===== src/verilog/atc_map.svh =====
// Behaviour
// - pin select bit swaps trigger pin immediately
// - type codes: fall, rise, centre, end
// - centre/end triggers only when centre-aligned
// - enable 0: only software start begins conversion
// - enable 1: software or selected external trigger
// - triggers ignored while start bit reads 1
// - power-on bit switches converter off/on
// - compare rising to 1 with brake enable: brake, stop run
// - outputs stay stopped until run set again
// - polarity 0: result>=threshold; 1: result<threshold
// - comparator enable bit disables/enables comparator
// - compare result read-only, refreshed per conversion
// - delay is 9 bits, bit 8 in compare control
// - external trigger waits delay count before starting
// - source codes: channel 0, 2, 4, pin
// - start bit high during conversion, cleared at end
// - done flag blocks starts until software clears
`ifndef ATC_MAP_SVH
`define ATC_MAP_SVH

// register offsets on the byte bus
`define ATC_TRIG_CTRL_ADDR 8'hE1
`define ATC_COMP_CTRL_ADDR 8'hE2
`define ATC_DLY_LOW_ADDR   8'hE3

// reset values
`define ATC_TRIG_CTRL_RST  8'h00
`define ATC_COMP_CTRL_RST  8'h00
`define ATC_DLY_LOW_RST    8'h00

// trigger control field positions
`define ATC_PIN_SEL_BIT    6
`define ATC_TYPE_HI        3
`define ATC_TYPE_LO        2
`define ATC_EXT_EN_BIT     1
`define ATC_POWER_BIT      0
`define ATC_TRIG_WMASK     8'h4F

// compare control field positions
`define ATC_BRAKE_EN_BIT   7
`define ATC_POLARITY_BIT   6
`define ATC_CMP_EN_BIT     5
`define ATC_CMP_OUT_BIT    4
`define ATC_DLY_HI_BIT     0
`define ATC_COMP_WMASK     8'hE1

// widths
`define ATC_DLY_W          9
`define ATC_RESULT_W       12

`endif


===== src/verilog/atc_pkg.sv =====
package atc_pkg;

  // conversion sequencer states
  typedef enum logic [1:0] {
    ATC_IDLE    = 2'b00,
    ATC_DELAY   = 2'b01,
    ATC_CONVERT = 2'b10
  } atc_state_t;

  // external trigger condition
  typedef enum logic [1:0] {
    ATC_FALL   = 2'b00,
    ATC_RISE   = 2'b01,
    ATC_CENTRE = 2'b10,
    ATC_END    = 2'b11
  } atc_trig_type_t;

  // external trigger origin
  typedef enum logic [1:0] {
    ATC_SRC_CH0 = 2'b00,
    ATC_SRC_CH2 = 2'b01,
    ATC_SRC_CH4 = 2'b10,
    ATC_SRC_PIN = 2'b11
  } atc_trig_src_t;

endpackage : atc_pkg


===== src/verilog/atc_ctrl.sv =====
`timescale 1ns/10ps
`include "atc_map.svh"

module atc_ctrl #(
  parameter int RESULT_W = `ATC_RESULT_W       // conversion result width
) (
  input  wire logic                i_clk,          // system clock
  input  wire logic                i_nrst,         // async reset, low
  input  wire logic [7:0]          i_sfr_addr,     // register address
  input  wire logic [7:0]          i_sfr_wdata,    // register write data
  input  wire logic                i_sfr_wr,       // register write strobe
  output logic      [7:0]          o_sfr_rdata,    // register read data
  input  wire logic [1:0]          i_ext_trigger_source, // origin code
  input  wire logic                i_start_write,  // software writes 1
  input  wire logic                i_done_clear,   // software clears flag
  output logic                     o_conversion_start, // busy bit
  output logic                     o_conversion_done_flag, // done flag
  output logic                     o_converter_power_on, // analog on
  output logic                     o_convert_go,   // begin pulse
  input  wire logic                i_convert_done, // conversion end pulse
  input  wire logic [RESULT_W-1:0] i_conversion_result, // result
  input  wire logic [RESULT_W-1:0] i_compare_threshold, // threshold
  input  wire logic                i_ext_pin_a,    // trigger pin choice 0
  input  wire logic                i_ext_pin_b,    // trigger pin choice 1
  input  wire logic                i_wave_ch0,     // waveform channel 0
  input  wire logic                i_wave_ch2,     // waveform channel 2
  input  wire logic                i_wave_ch4,     // waveform channel 4
  input  wire logic                i_wave_centre_aligned, // centre type
  input  wire logic                i_wave_centre_pt, // period centre pulse
  input  wire logic                i_wave_end_pt,  // period end pulse
  input  wire logic                i_waveform_run_set, // software run set
  output logic                     o_fault_brake,  // brake to waveform
  output logic                     o_waveform_run_clear // run clear pulse
);

  // software-visible register bits
  logic [7:0]            trig_ctrl;        // trigger control
  logic [7:0]            next_trig_ctrl;
  logic [7:0]            comp_ctrl;        // compare control, rw bits
  logic [7:0]            next_comp_ctrl;
  logic [7:0]            dly_low;          // delay low byte
  logic [7:0]            next_dly_low;
  logic [7:0]            next_rdata;       // read mux result

  // sequencer state
  atc_pkg::atc_state_t   state;            // current state
  atc_pkg::atc_state_t   next_state;
  logic [`ATC_DLY_W-1:0] dly_cnt;          // delay down counter
  logic [`ATC_DLY_W-1:0] next_dly_cnt;
  logic                  start_bit;        // busy bit
  logic                  next_start_bit;
  logic                  done_flag;        // done flag
  logic                  next_done_flag;
  logic                  go;               // begin pulse
  logic                  next_go;

  // trigger detection
  logic                  src_level;        // selected source level
  logic                  src_prev;         // last sampled level
  logic                  ext_hit;          // external condition met
  logic                  ext_ok;           // external trigger accepted
  logic                  sw_ok;            // software start accepted

  // comparator and brake
  logic                  cmp_out;          // compare result bit
  logic                  next_cmp_out;
  logic                  brake;            // fault brake held
  logic                  next_brake;
  logic                  run_clr;          // run clear pulse
  logic                  next_run_clr;
  logic                  cmp_raw;          // live comparison

  // field views
  logic                  pin_sel;
  logic                  ext_en;
  atc_pkg::atc_trig_type_t trig_type;
  atc_pkg::atc_trig_src_t  trig_src;
  logic [`ATC_DLY_W-1:0] dly_val;

  assign pin_sel   = trig_ctrl[`ATC_PIN_SEL_BIT];
  assign ext_en    = trig_ctrl[`ATC_EXT_EN_BIT];
  assign trig_type = atc_pkg::atc_trig_type_t'(
                       trig_ctrl[`ATC_TYPE_HI:`ATC_TYPE_LO]);
  assign trig_src  = atc_pkg::atc_trig_src_t'(i_ext_trigger_source);
  assign dly_val   = {comp_ctrl[`ATC_DLY_HI_BIT], dly_low};

  // register writes
  always_comb begin
    next_trig_ctrl = trig_ctrl;
    next_comp_ctrl = comp_ctrl;
    next_dly_low   = dly_low;
    if (i_sfr_wr) begin
      unique case (i_sfr_addr)
        `ATC_TRIG_CTRL_ADDR: begin
          next_trig_ctrl = i_sfr_wdata & `ATC_TRIG_WMASK;
        end
        `ATC_COMP_CTRL_ADDR: begin
          // compare result bit is never written by software
          next_comp_ctrl = i_sfr_wdata & `ATC_COMP_WMASK;
        end
        `ATC_DLY_LOW_ADDR: begin
          next_dly_low = i_sfr_wdata;
        end
        default: begin
          // other addresses belong elsewhere
          next_trig_ctrl = trig_ctrl;
        end
      endcase
    end
  end

  // read mux, one cycle latency
  always_comb begin
    unique case (i_sfr_addr)
      `ATC_TRIG_CTRL_ADDR: begin
        next_rdata = trig_ctrl;
      end
      `ATC_COMP_CTRL_ADDR: begin
        next_rdata = comp_ctrl;
        next_rdata[`ATC_CMP_OUT_BIT] = cmp_out;
      end
      `ATC_DLY_LOW_ADDR: begin
        next_rdata = dly_low;
      end
      default: begin
        next_rdata = 8'h00;
      end
    endcase
  end

  // register file flops
  always_ff @(posedge i_clk or negedge i_nrst) begin
    if (!i_nrst) begin
      trig_ctrl   <= `ATC_TRIG_CTRL_RST;
      comp_ctrl   <= `ATC_COMP_CTRL_RST;
      dly_low     <= `ATC_DLY_LOW_RST;
      o_sfr_rdata <= 8'h00;
      o_converter_power_on <= 1'b0;
    end else begin
      trig_ctrl   <= next_trig_ctrl;
      comp_ctrl   <= next_comp_ctrl;
      dly_low     <= next_dly_low;
      o_sfr_rdata <= next_rdata;
      o_converter_power_on <= next_trig_ctrl[`ATC_POWER_BIT];
    end
  end

  // trigger source selection
  always_comb begin
    unique case (trig_src)
      atc_pkg::ATC_SRC_CH0: src_level = i_wave_ch0;
      atc_pkg::ATC_SRC_CH2: src_level = i_wave_ch2;
      atc_pkg::ATC_SRC_CH4: src_level = i_wave_ch4;
      atc_pkg::ATC_SRC_PIN: src_level = pin_sel ? i_ext_pin_b
                                                  : i_ext_pin_a;
    endcase
  end

  // trigger condition
  always_comb begin
    unique case (trig_type)
      atc_pkg::ATC_FALL:   ext_hit = src_prev & ~src_level;
      atc_pkg::ATC_RISE:   ext_hit = ~src_prev & src_level;
      atc_pkg::ATC_CENTRE: ext_hit = i_wave_centre_aligned &
                                     i_wave_centre_pt;
      atc_pkg::ATC_END:    ext_hit = i_wave_centre_aligned &
                                     i_wave_end_pt;
    endcase
  end

  assign ext_ok = ext_en & ext_hit & ~start_bit & ~done_flag;
  assign sw_ok  = i_start_write & ~start_bit & ~done_flag;

  // previous source level
  always_ff @(posedge i_clk or negedge i_nrst) begin
    if (!i_nrst) begin
      src_prev <= 1'b0;
    end else begin
      src_prev <= src_level;
    end
  end

  // conversion sequencer
  always_comb begin
    next_state     = state;
    next_dly_cnt   = dly_cnt;
    next_start_bit = start_bit;
    next_go        = 1'b0;
    next_done_flag = done_flag;
    unique case (state)
      atc_pkg::ATC_IDLE: begin
        if (sw_ok) begin
          // software start begins at once
          next_state     = atc_pkg::ATC_CONVERT;
          next_start_bit = 1'b1;
          next_go        = 1'b1;
        end else if (ext_ok) begin
          if (dly_val == '0) begin
            next_state     = atc_pkg::ATC_CONVERT;
            next_start_bit = 1'b1;
            next_go        = 1'b1;
          end else begin
            next_state   = atc_pkg::ATC_DELAY;
            next_dly_cnt = dly_val;
          end
        end
      end
      atc_pkg::ATC_DELAY: begin
        if (sw_ok || dly_cnt == `ATC_DLY_W'(1)) begin
          next_state     = atc_pkg::ATC_CONVERT;
          next_start_bit = 1'b1;
          next_go        = 1'b1;
          next_dly_cnt   = '0;
        end else begin
          next_dly_cnt = dly_cnt - `ATC_DLY_W'(1);
        end
      end
      atc_pkg::ATC_CONVERT: begin
        if (i_convert_done) begin
          next_state     = atc_pkg::ATC_IDLE;
          next_start_bit = 1'b0;
        end
      end
      default: begin
        // illegal code returns to idle
        next_state     = atc_pkg::ATC_IDLE;
        next_start_bit = 1'b0;
      end
    endcase
    if (i_done_clear) begin
      next_done_flag = 1'b0;
    end
    if (state == atc_pkg::ATC_CONVERT && i_convert_done) begin
      next_done_flag = 1'b1;
    end
  end

  // sequencer flops
  always_ff @(posedge i_clk or negedge i_nrst) begin
    if (!i_nrst) begin
      state     <= atc_pkg::ATC_IDLE;
      dly_cnt   <= '0;
      start_bit <= 1'b0;
      done_flag <= 1'b0;
      go        <= 1'b0;
    end else begin
      state     <= next_state;
      dly_cnt   <= next_dly_cnt;
      start_bit <= next_start_bit;
      done_flag <= next_done_flag;
      go        <= next_go;
    end
  end

  assign o_conversion_start     = start_bit;
  assign o_conversion_done_flag = done_flag;
  assign o_convert_go           = go;

  assign cmp_raw = comp_ctrl[`ATC_POLARITY_BIT]
                 ? (i_conversion_result <  i_compare_threshold)
                 : (i_conversion_result >= i_compare_threshold);

  // comparator and brake
  always_comb begin
    next_cmp_out = cmp_out;
    next_brake   = brake;
    next_run_clr = 1'b0;
    if (!comp_ctrl[`ATC_CMP_EN_BIT]) begin
      next_cmp_out = 1'b0;
    end else if (state == atc_pkg::ATC_CONVERT && i_convert_done) begin
      next_cmp_out = cmp_raw;
    end
    if (i_waveform_run_set) begin
      next_brake = 1'b0;
    end
    if (comp_ctrl[`ATC_BRAKE_EN_BIT] && next_cmp_out && !cmp_out) begin
      next_brake   = 1'b1;
      next_run_clr = 1'b1;
    end
  end

  // comparator flops
  always_ff @(posedge i_clk or negedge i_nrst) begin
    if (!i_nrst) begin
      cmp_out <= 1'b0;
      brake   <= 1'b0;
      run_clr <= 1'b0;
    end else begin
      cmp_out <= next_cmp_out;
      brake   <= next_brake;
      run_clr <= next_run_clr;
    end
  end

  assign o_fault_brake        = brake;
  assign o_waveform_run_clear = run_clr;

endmodule : atc_ctrl


===== config.mk =====
export PLATFORM = sky130hd
export DESIGN_NAME = atc_ctrl
export DESIGN_NICKNAME = d
export VERILOG_FILES = /design/src/verilog/atc_pkg.sv /design/src/verilog/atc_ctrl.sv
export VERILOG_INCLUDE_DIRS = /design/src /design/src/verilog
export SDC_FILE = /design/constraint.sdc
export NUM_CORES = 1
export LEC_CHECK = 0
export ABC_CLOCK_PERIOD_IN_PS = 2490
export BUFFER_PORTS_ARGS = -buffer_cell sky130_fd_sc_hd__buf_2
export CAP_MARGIN = 40
export CORE_ASPECT_RATIO = 0.6
export CORE_MARGIN = 2
export CORE_UTILIZATION = 45
export CTS_CLUSTER_DIAMETER = 100
export DETAILED_ROUTE_END_ITERATION = 12
export PLACE_DENSITY = 0.71
export SLEW_MARGIN = 20
export SYNTH_ARGS = -nofsm -noshare
export SYNTH_HDL_FRONTEND = slang
export SYNTH_SLANG_ARGS = --single-unit

===== constraint.sdc =====
create_clock -name i_clk -period 2.49 [get_ports i_clk]
set_input_delay 0.249 -clock i_clk [delete_from_list [all_inputs] [get_ports i_clk]]
set_output_delay 0.249 -clock i_clk [all_outputs]
set_load 0.03 [all_outputs]

==> results by group, run 1 <==
Status
  – Outcome: complete, no violations

Clocking
  – Clk buf depth: 2
  – CTS clk-pin slew, worst paths: 0.08 ns
  – CTS tree: yes
  – Post-CTS Setup Repair Bufs: 0
  – Num CTS Buffers: 5
  – H-tree depth: 2
  – Clk sinks: 43
  – Clock latency on the worst-skew pair: 0.30 ns
  – Root buffer cell: clkbuf_8

Finish
  – Nets@finish: 386
  – Number of fill cells: 441
  – Most frequent cells in the layout: buf_2, dfrtp_1, nor2_1
  – Post-route cell area: 3020 um2
  – Area occupied by multi-input gates: 1260 um2
  – Register Area: 1080 um2
  – Area grow syn2layout: 24.1%
  – Layout cell share with drive strength beyond 1: 34.2%
  – Ant. Diodes: 0
  – Commonest non-fill, non-tap cell in the layout: buf_2

Global routing
  – First-pass GRT wire length: 9940 um
  – Aggregate global-route resource usage: 21.5%
  – Largest net degree at the start of global routing: 31
  – Number of global-route vias before repair: 2031
  – Initial antenna violation count: 0
  – GRT overflow: 0

STA
  – Final setup TNS: 0 ns
  – Unrepaired setup endpoints after global routing: no
  – Final period utilization: 93.5%
  – Slew HR: 50.1%
  – Final setup violation count: 0
  – Final hold violations: 0
  – Clock skew: 0.00606 ns
  – Max-slew violation count: 0
  – Final min period: 2.33 ns
  – Maximum clock frequency: 0.429 GHz
  – Slew @ Worst Pin: 0.743 ns

Worst setup path
  – Critical path required time: 2.68 ns
  – Crit. End Element: flip-flop
  – R2r setup slk: 0.16 ns
  – Crit start category: flip-flop
  – Critical path class: flip-flop to flip-flop
  – CP Launch Point: trig_ctrl[6]
  – Worst Reg2Reg Path Length in Cells: 5
  – Critical path endpoint: dly_cnt[8]
  – Reg-to-reg startpoint: trig_ctrl[6]
  – FF-to-FF End: dly_cnt[8]
  – Critical path arrival: 2.52 ns
  – CP max FO: 6

Placement
  – GPL Wtd Cong: 0.787
  – Post-DP HPWL: 4750 um
  – PortBufs: 70
  – DP Area: 2900 um2

Detailed routing
  – Total number of vias: 2088
  – Vias per Instance: 5.47
  – Antenna-violating nets left: 0
  – WL met1: 3390 um
  – Metal2 WL: 2330 um
  – DRT iter0 DRCs: 129
  – Met3 WL: 292 um
  – Avg WL per Cell: 15.9 um
  – Final wirelength: 6070 um
  – Post-route DRC: 0
  – Pre-antenna DRT Iters: 4
  – DR top layer: met4

Die
  – Die Span X: 99.0 um
  – IO Count: 71
  – Core box area: 5130 um2
  – Die extent in y: 61.0 um
  – Die area: 6040 um2
  – Initial core utilization: 47.5%
  – Rows: 20

Logic synthesis
  – Synthesis-stage register bit count: 43
  – Gate Count Post-Synth: 238
  – Number of synthesized flops with an enable pin: 0
  – Synth async-reset ratio: 100%
  – Yosys warning count: 0
  – Netlist cell types: 45
  – Syn Nets: 309
  – Syn_area_per_cell: 10.2 um2
  – Netlist Area Pre-Place: 2440 um2
  – Seq/Total Area, Yosys: 44.2%
  – Ys flop type: dfrtp_1

Power and ir drop
  – Static leakage: 1.53 nW
  – Max VDD drop: 0.000466 V
  – Total Power: 1.87 mW
  – Pwr Density: 619 nW/um2

Run
  – Maxcap violations: 0

Worst hold path
  – Hold Path Class: input port to flip-flop
==> registers in the layout, summed over array words and instances, names as in the netlist <==
register and cells:
state 2, o_conversion_done_flag 1, comp_ctrl 4, dly_low 8, dly_cnt 9, trig_ctrl 5, cmp_out 1, o_conversion_start 1
o_fault_brake 1, o_convert_go 1, o_sfr_rdata 8, src_prev 1, o_waveform_run_clear 1
==> worst max-delay path, stage by stage, from the launching register on <==
cell and delay (ns):
dfrtp_1 0.42, mux2_4 0.31, mux4_2 0.50, a221oi_2 0.38, nor3_1 0.22, a221o_1 0.39
==> cells by family (layout without fill, tap and decap cells) <==
family,after synthesis,after routing,synth area share [%]
AND/OR/NAND/NOR,82,82,17.9
flip-flops,43,43,44.2
AO/OA/AOI/OAI,42,42,12.3
multiplexers,31,31,14.4
buffers and inverters,26,104,4.01
adder cells (fa/ha/maj),14,14,7.19
==> synthesized netlist by cell type, drive strengths merged (5+ instances only) <==
library cell	n	area [um2]
dfrtp	43	1080
nor2	23	86.3
inv	20	75.1
mux2	20	229
ha	14	175
mux2i	10	100
nand2	10	37.5
nor3	10	50.1
o21ai	10	50.1
nor2b	8	50.1
nand3	7	35.0
a221o	6	60.1
o22ai	6	37.5
a21oi	5	25.0
clkbuf	5	18.8
==> how the worst min path moves through the flow <==
stage               cells past startpoint                      to  slack, ns         start
floorplan                               0                 cmp_out      -0.05        i_nrst
global placement                        1      o_conversion_start       0.44        i_nrst
detailed placement                      1      o_conversion_start       0.18        i_nrst
CTS                                     2  o_conversion_done_flag       0.12  i_done_clear
global route                            2  o_conversion_done_flag       0.11  i_done_clear
finish                                  2  o_conversion_done_flag       0.13  i_done_clear
==> stage by stage <==
stage,utilization (%),cells,worst slack [ns],hold WS [ns]
after detailed placement,56.5,373,0.174,0.182
after CTS,59.0,382,0.156,0.121
after global routing,59.0,382,0.0317,0.114
after global placement,56.1,372,0.243,0.438
after floorplan,-,238,0.371,-0.0466
final,59.0,382,0.161,0.126
==> where the power goes <==
group	internal [mW]	switching [mW]
combinational	0.198	0.234
clock	0.325	0.246
sequential	0.778	0.0902
==> per-layer routing <==
metal | up-vias | track usage [%]
met5 | - | 0
met4 | 0 | 4.70
met3 | 13 | 5.07
met2 | 60 | 31.0
met1 | 996 | 32.8
li1 | 1019 | -
==> cell type report <==
class	instances	share of cell area (%)
inverters	20	2.48
flip-flops and latches	43	35.6
repair buffers	76	13.6
well taps	66	2.73
multi-input cells	169	41.7
clock inverters	2	1.16
clock buffers	6	2.73
==> timing repair <==
item | in CTS | in global routing
gates resized for setup | 0 | 0
hold buffers | 1 | 0
hold endpoints to repair | 13 | 0
Power figures use the tool's default switching activity.
==> run 2, diff against run 1 <==
--- a/config.mk
+++ b/config.mk
@@ -6,6 +6,7 @@
 export SDC_FILE = /design/constraint.sdc
 export NUM_CORES = 1
 export LEC_CHECK = 0
+export ABC_AREA = 1
 export ABC_CLOCK_PERIOD_IN_PS = 2490
 export BUFFER_PORTS_ARGS = -buffer_cell sky130_fd_sc_hd__buf_2
 export CAP_MARGIN = 40
==> results by group, run 2 <==
Detailed routing
  – Antenna-violating nets left: 0 (unchanged)
  – Vias per Instance: 5.00 (-8.6%)
  – Final wirelength: 5790 um (-4.6%)
  – Pre-antenna DRT Iters: 4 (unchanged)
  – Avg WL per Cell: 13.1 um (-18%)
  – DRT iter0 DRCs: 111 (-14%)
  – Post-route DRC: 0 (unchanged)
  – Total number of vias: 2208 (+5.7%)

Finish
  – Largest Register: dly_cnt
  – Commonest non-fill, non-tap cell in the layout: buf_2
  – Ant. Diodes: 0 (unchanged)
  – Nets@finish: 446 (+16%)
  – Area grow syn2layout: 22.8%
  – Top flop regs: dly_cnt: 9 flops, dly_low: 8 flops, o_sfr_rdata: 8 flops
  – Layout cell share with drive strength beyond 1: 26.1% (-8.1 points)
  – Number of flip-flops in the largest register: 9 (unchanged)
  – Number of fill cells: 491 (+11%)
  – Most frequent cells in the layout: buf_2, inv_1, nand2_1

Logic synthesis
  – Netlist cell types: 30 (-33%)
  – Syn Nets: 369 (+19%)
  – Yosys warning count: 0 (unchanged)
  – Syn_area_per_cell: 8.27 um2 (-19%)
  – Synth top cells by count: inv_1, nand2_1, dfrtp_1
  – Seq/Total Area, Yosys: 43.7% (-0.49 points)
  – Gate Count Post-Synth: 298 (+25%)
  – Synthesis-stage register bit count: 43 (unchanged)
  – Number of synthesized flops with an enable pin: 0 (unchanged)
  – Most common cell in the synthesized netlist: inv_1
  – Synth area leader: dfrtp_1
  – Synth async-reset ratio: 100% (unchanged)
  – Ys flop type: dfrtp_1
  – Area contributors post-synth: dfrtp_1, inv_1, nand2_1
  – Yosys top cell area share: 43.7% (-0.49 points)
  – Netlist Area Pre-Place: 2460 um2 (+1.1%)

Power and ir drop
  – Pwr Density: 835 nW/um2 (+35%)
  – Max VDD drop: 0.000415 V (-11%)
  – Static leakage: 1.66 nW (+8.1%)
  – Flop pwr share: 38.5% (-7.9 points)
  – Clock power frac: 22.5% (-8.0 points)
  – Logic pwr share: 39.0% (+16 points)
  – Switching part of the total power: 38.8% (+8.3 points)
  – Switching power: 0.979 mW (+72%)
  – Internal: 1.55 mW (+19%)

Worst setup path
  – CP max-delay cell: dfrtp_1
  – Crit start category: flip-flop
  – Critical path arrival: 1.82 ns (-0.70 ns)
  – R2r setup slk: 0.86 ns (+0.70 ns)
  – CP Buf/Inv Count: 2 (+2)
  – CP max FO: 10 (+4)
  – Critical path required time: 2.68 ns (about the same)
  – Crit. End Element: flip-flop
  – Slowest stage delay, CP: 0.37 ns (-0.13 ns)
  – Family with the most delay on the worst path: simple AND/OR/NAND/NOR gates
  – CP cell instances: inv_1 > ha_1 > nand2_1 > nor2_1 > a21boi_1 > nand2_4 > o21ai_0 > inv_1 > nand4_1 > nand2_1
  – Critical path class: flip-flop to flip-flop

Clocking
  – Post-CTS Setup Repair Bufs: 0 (unchanged)
  – H-tree depth: 2 (unchanged)
  – Clk sinks: 43 (unchanged)
  – Num CTS Buffers: 5 (unchanged)
  – Clock latency on the worst-skew pair: 0.30 ns (about the same)
  – Root buffer cell: clkbuf_8
  – CTS tree: yes
  – Clk buf depth: 2 (unchanged)
  – CTS clk-pin slew, worst paths: 0.09 ns (about the same)

Global routing
  – Number of global-route vias before repair: 2098 (+3.3%)
  – GRT overflow: 0 (unchanged)
  – Aggregate global-route resource usage: 21.2% (-0.23 points)
  – Global route hottest layer: met1
  – GR met2 Demand/Resource: 31.9% (+0.97 points)
  – Largest net degree at the start of global routing: 33 (+6.5%)
  – Grt met1 use: 32.3% (-0.57 points)
  – First-pass GRT wire length: 9920 um (-0.20%)
  – GR Util met3: 4.31% (-0.76 points)
  – Initial antenna violation count: 0 (unchanged)

Die
  – Die area: 6100 um2 (+1.1%)
  – Rows: 20 (unchanged)
  – Die extent in y: 61.3 um (+0.53%)
  – Die Span X: 99.5 um (+0.54%)
  – Initial core utilization: 47.6% (+0.073 points)
  – Core box area: 5180 um2 (+0.98%)
  – IO Count: 71 (unchanged)

Placement
  – GPL Wtd Cong: 0.894 (+14%)
  – PortBufs: 70 (unchanged)
  – Post-place setup slack: 0.815 ns (+0.642 ns)
  – Post-DP HPWL: 4680 um (-1.5%)

STA
  – Final WS setup: 0.858 ns (+0.697 ns)
  – Max-slew violation count: 0 (unchanged)
  – Slew @ Worst Pin: 0.423 ns (-0.320 ns)
  – Final hold violations: 0 (unchanged)
  – Final setup TNS: 0 ns (unchanged)
  – Final min period: 1.63 ns (-0.697 ns)
  – Unrepaired setup endpoints after global routing: no
  – Final setup violation count: 0 (unchanged)
  – Maximum clock frequency: 0.613 GHz (+43%)
  – Clock skew: 0.00653 ns (+0.000470 ns)
  – Final period utilization: 65.5% (-28 points)
  – Slew HR: 71.7% (+22 points)

Worst hold path
  – Hold Path Class: input port to flip-flop

Run
  – Maxcap violations: 0 (unchanged)

Status
  – Outcome: complete, no violations
-- run 2: power groups by stage --
stage,Sequential (mW),Clock (mW),Combinational [mW]
floorplan,1.04,0,0.641
global placement,0.976,0,0.949
detailed placement,0.983,0,0.975
CTS,0.971,0.585,0.979
global route,0.993,0.609,1.11
finish,0.971,0.569,0.985
-- run 2: kinds of logic after synthesis --
group | Yosys count | synth area share (%)
AND/OR/NAND/NOR | 109 | 21.7
buffers and inverters | 64 | 10.4
AO/OA/AOI/OAI | 61 | 14.6
flip-flops | 43 | 43.7
adder cells (fa/ha/maj) | 14 | 7.11
XOR/XNOR | 7 | 2.49
-- run 2: final cells by class --
| type | instances | area, um2 | area share (%) |
|---|---|---|---|
| Clock inverter | 2 | 35.0 | 1.16 |
| Timing Repair Buffer | 73 | 388 | 12.8 |
| Inverter | 61 | 229 | 7.57 |
| Tap cell | 66 | 82.6 | 2.73 |
| Clock buffer | 6 | 82.6 | 2.73 |
| Sequential cell | 43 | 1080 | 35.6 |
| Multi-Input combinational cell | 191 | 1130 | 37.4 |
-- run 2: timing repair --
action                    4_1_cts  5_1_grt
gates resized for setup         0        0
hold buffers                    1        0
hold endpoints to repair       11        0
-- run 2: layer usage --
| layer | part of all wire (%) | vias up |
|---|---|---|
| li1 | - | 1118 |
| met4 | 0.72 | 0 |
| met5 | 0 | - |
| met1 | 52 | 1022 |
| met3 | 5.8 | 5 |
| met2 | 41 | 63 |
-- run 2: stage by stage --
stage	instances	area, um2	util [%]	power (mW)	hold slack (ns)
after floorplan	298	2460	-	1.68	-0.0466
after global placement	432	2880	55.5	1.92	0.437
after detailed placement	433	2900	55.9	1.96	0.160
after CTS	442	3020	58.4	2.53	0.114
after global routing	442	3020	58.4	2.71	0.141
final	442	3020	58.4	2.53	0.122
-- run 2: worst paths after layout --
path / start / to / cells after the start
max: dly_cnt[1] / state[1] / 10
max in group asynchronous: i_nrst / o_conversion_done_flag / 3
min in group asynchronous: i_nrst / dly_low[2] / 2
max reg2reg: dly_cnt[1] / state[1] / 10
min: i_done_clear / o_conversion_done_flag / 2
min reg2reg: comp_ctrl[6] / o_sfr_rdata[6] / 2
-- run 2: worst register-to-register path: stages (launching register included) --
cell      delay [ns]
dfrtp_1         0.37
inv_1           0.08
ha_1            0.20
nand2_1         0.07
nor2_1          0.04
a21boi_1        0.19
nand2_4         0.14
o21ai_0         0.11
inv_1           0.10
nand4_1         0.14
nand2_1         0.07
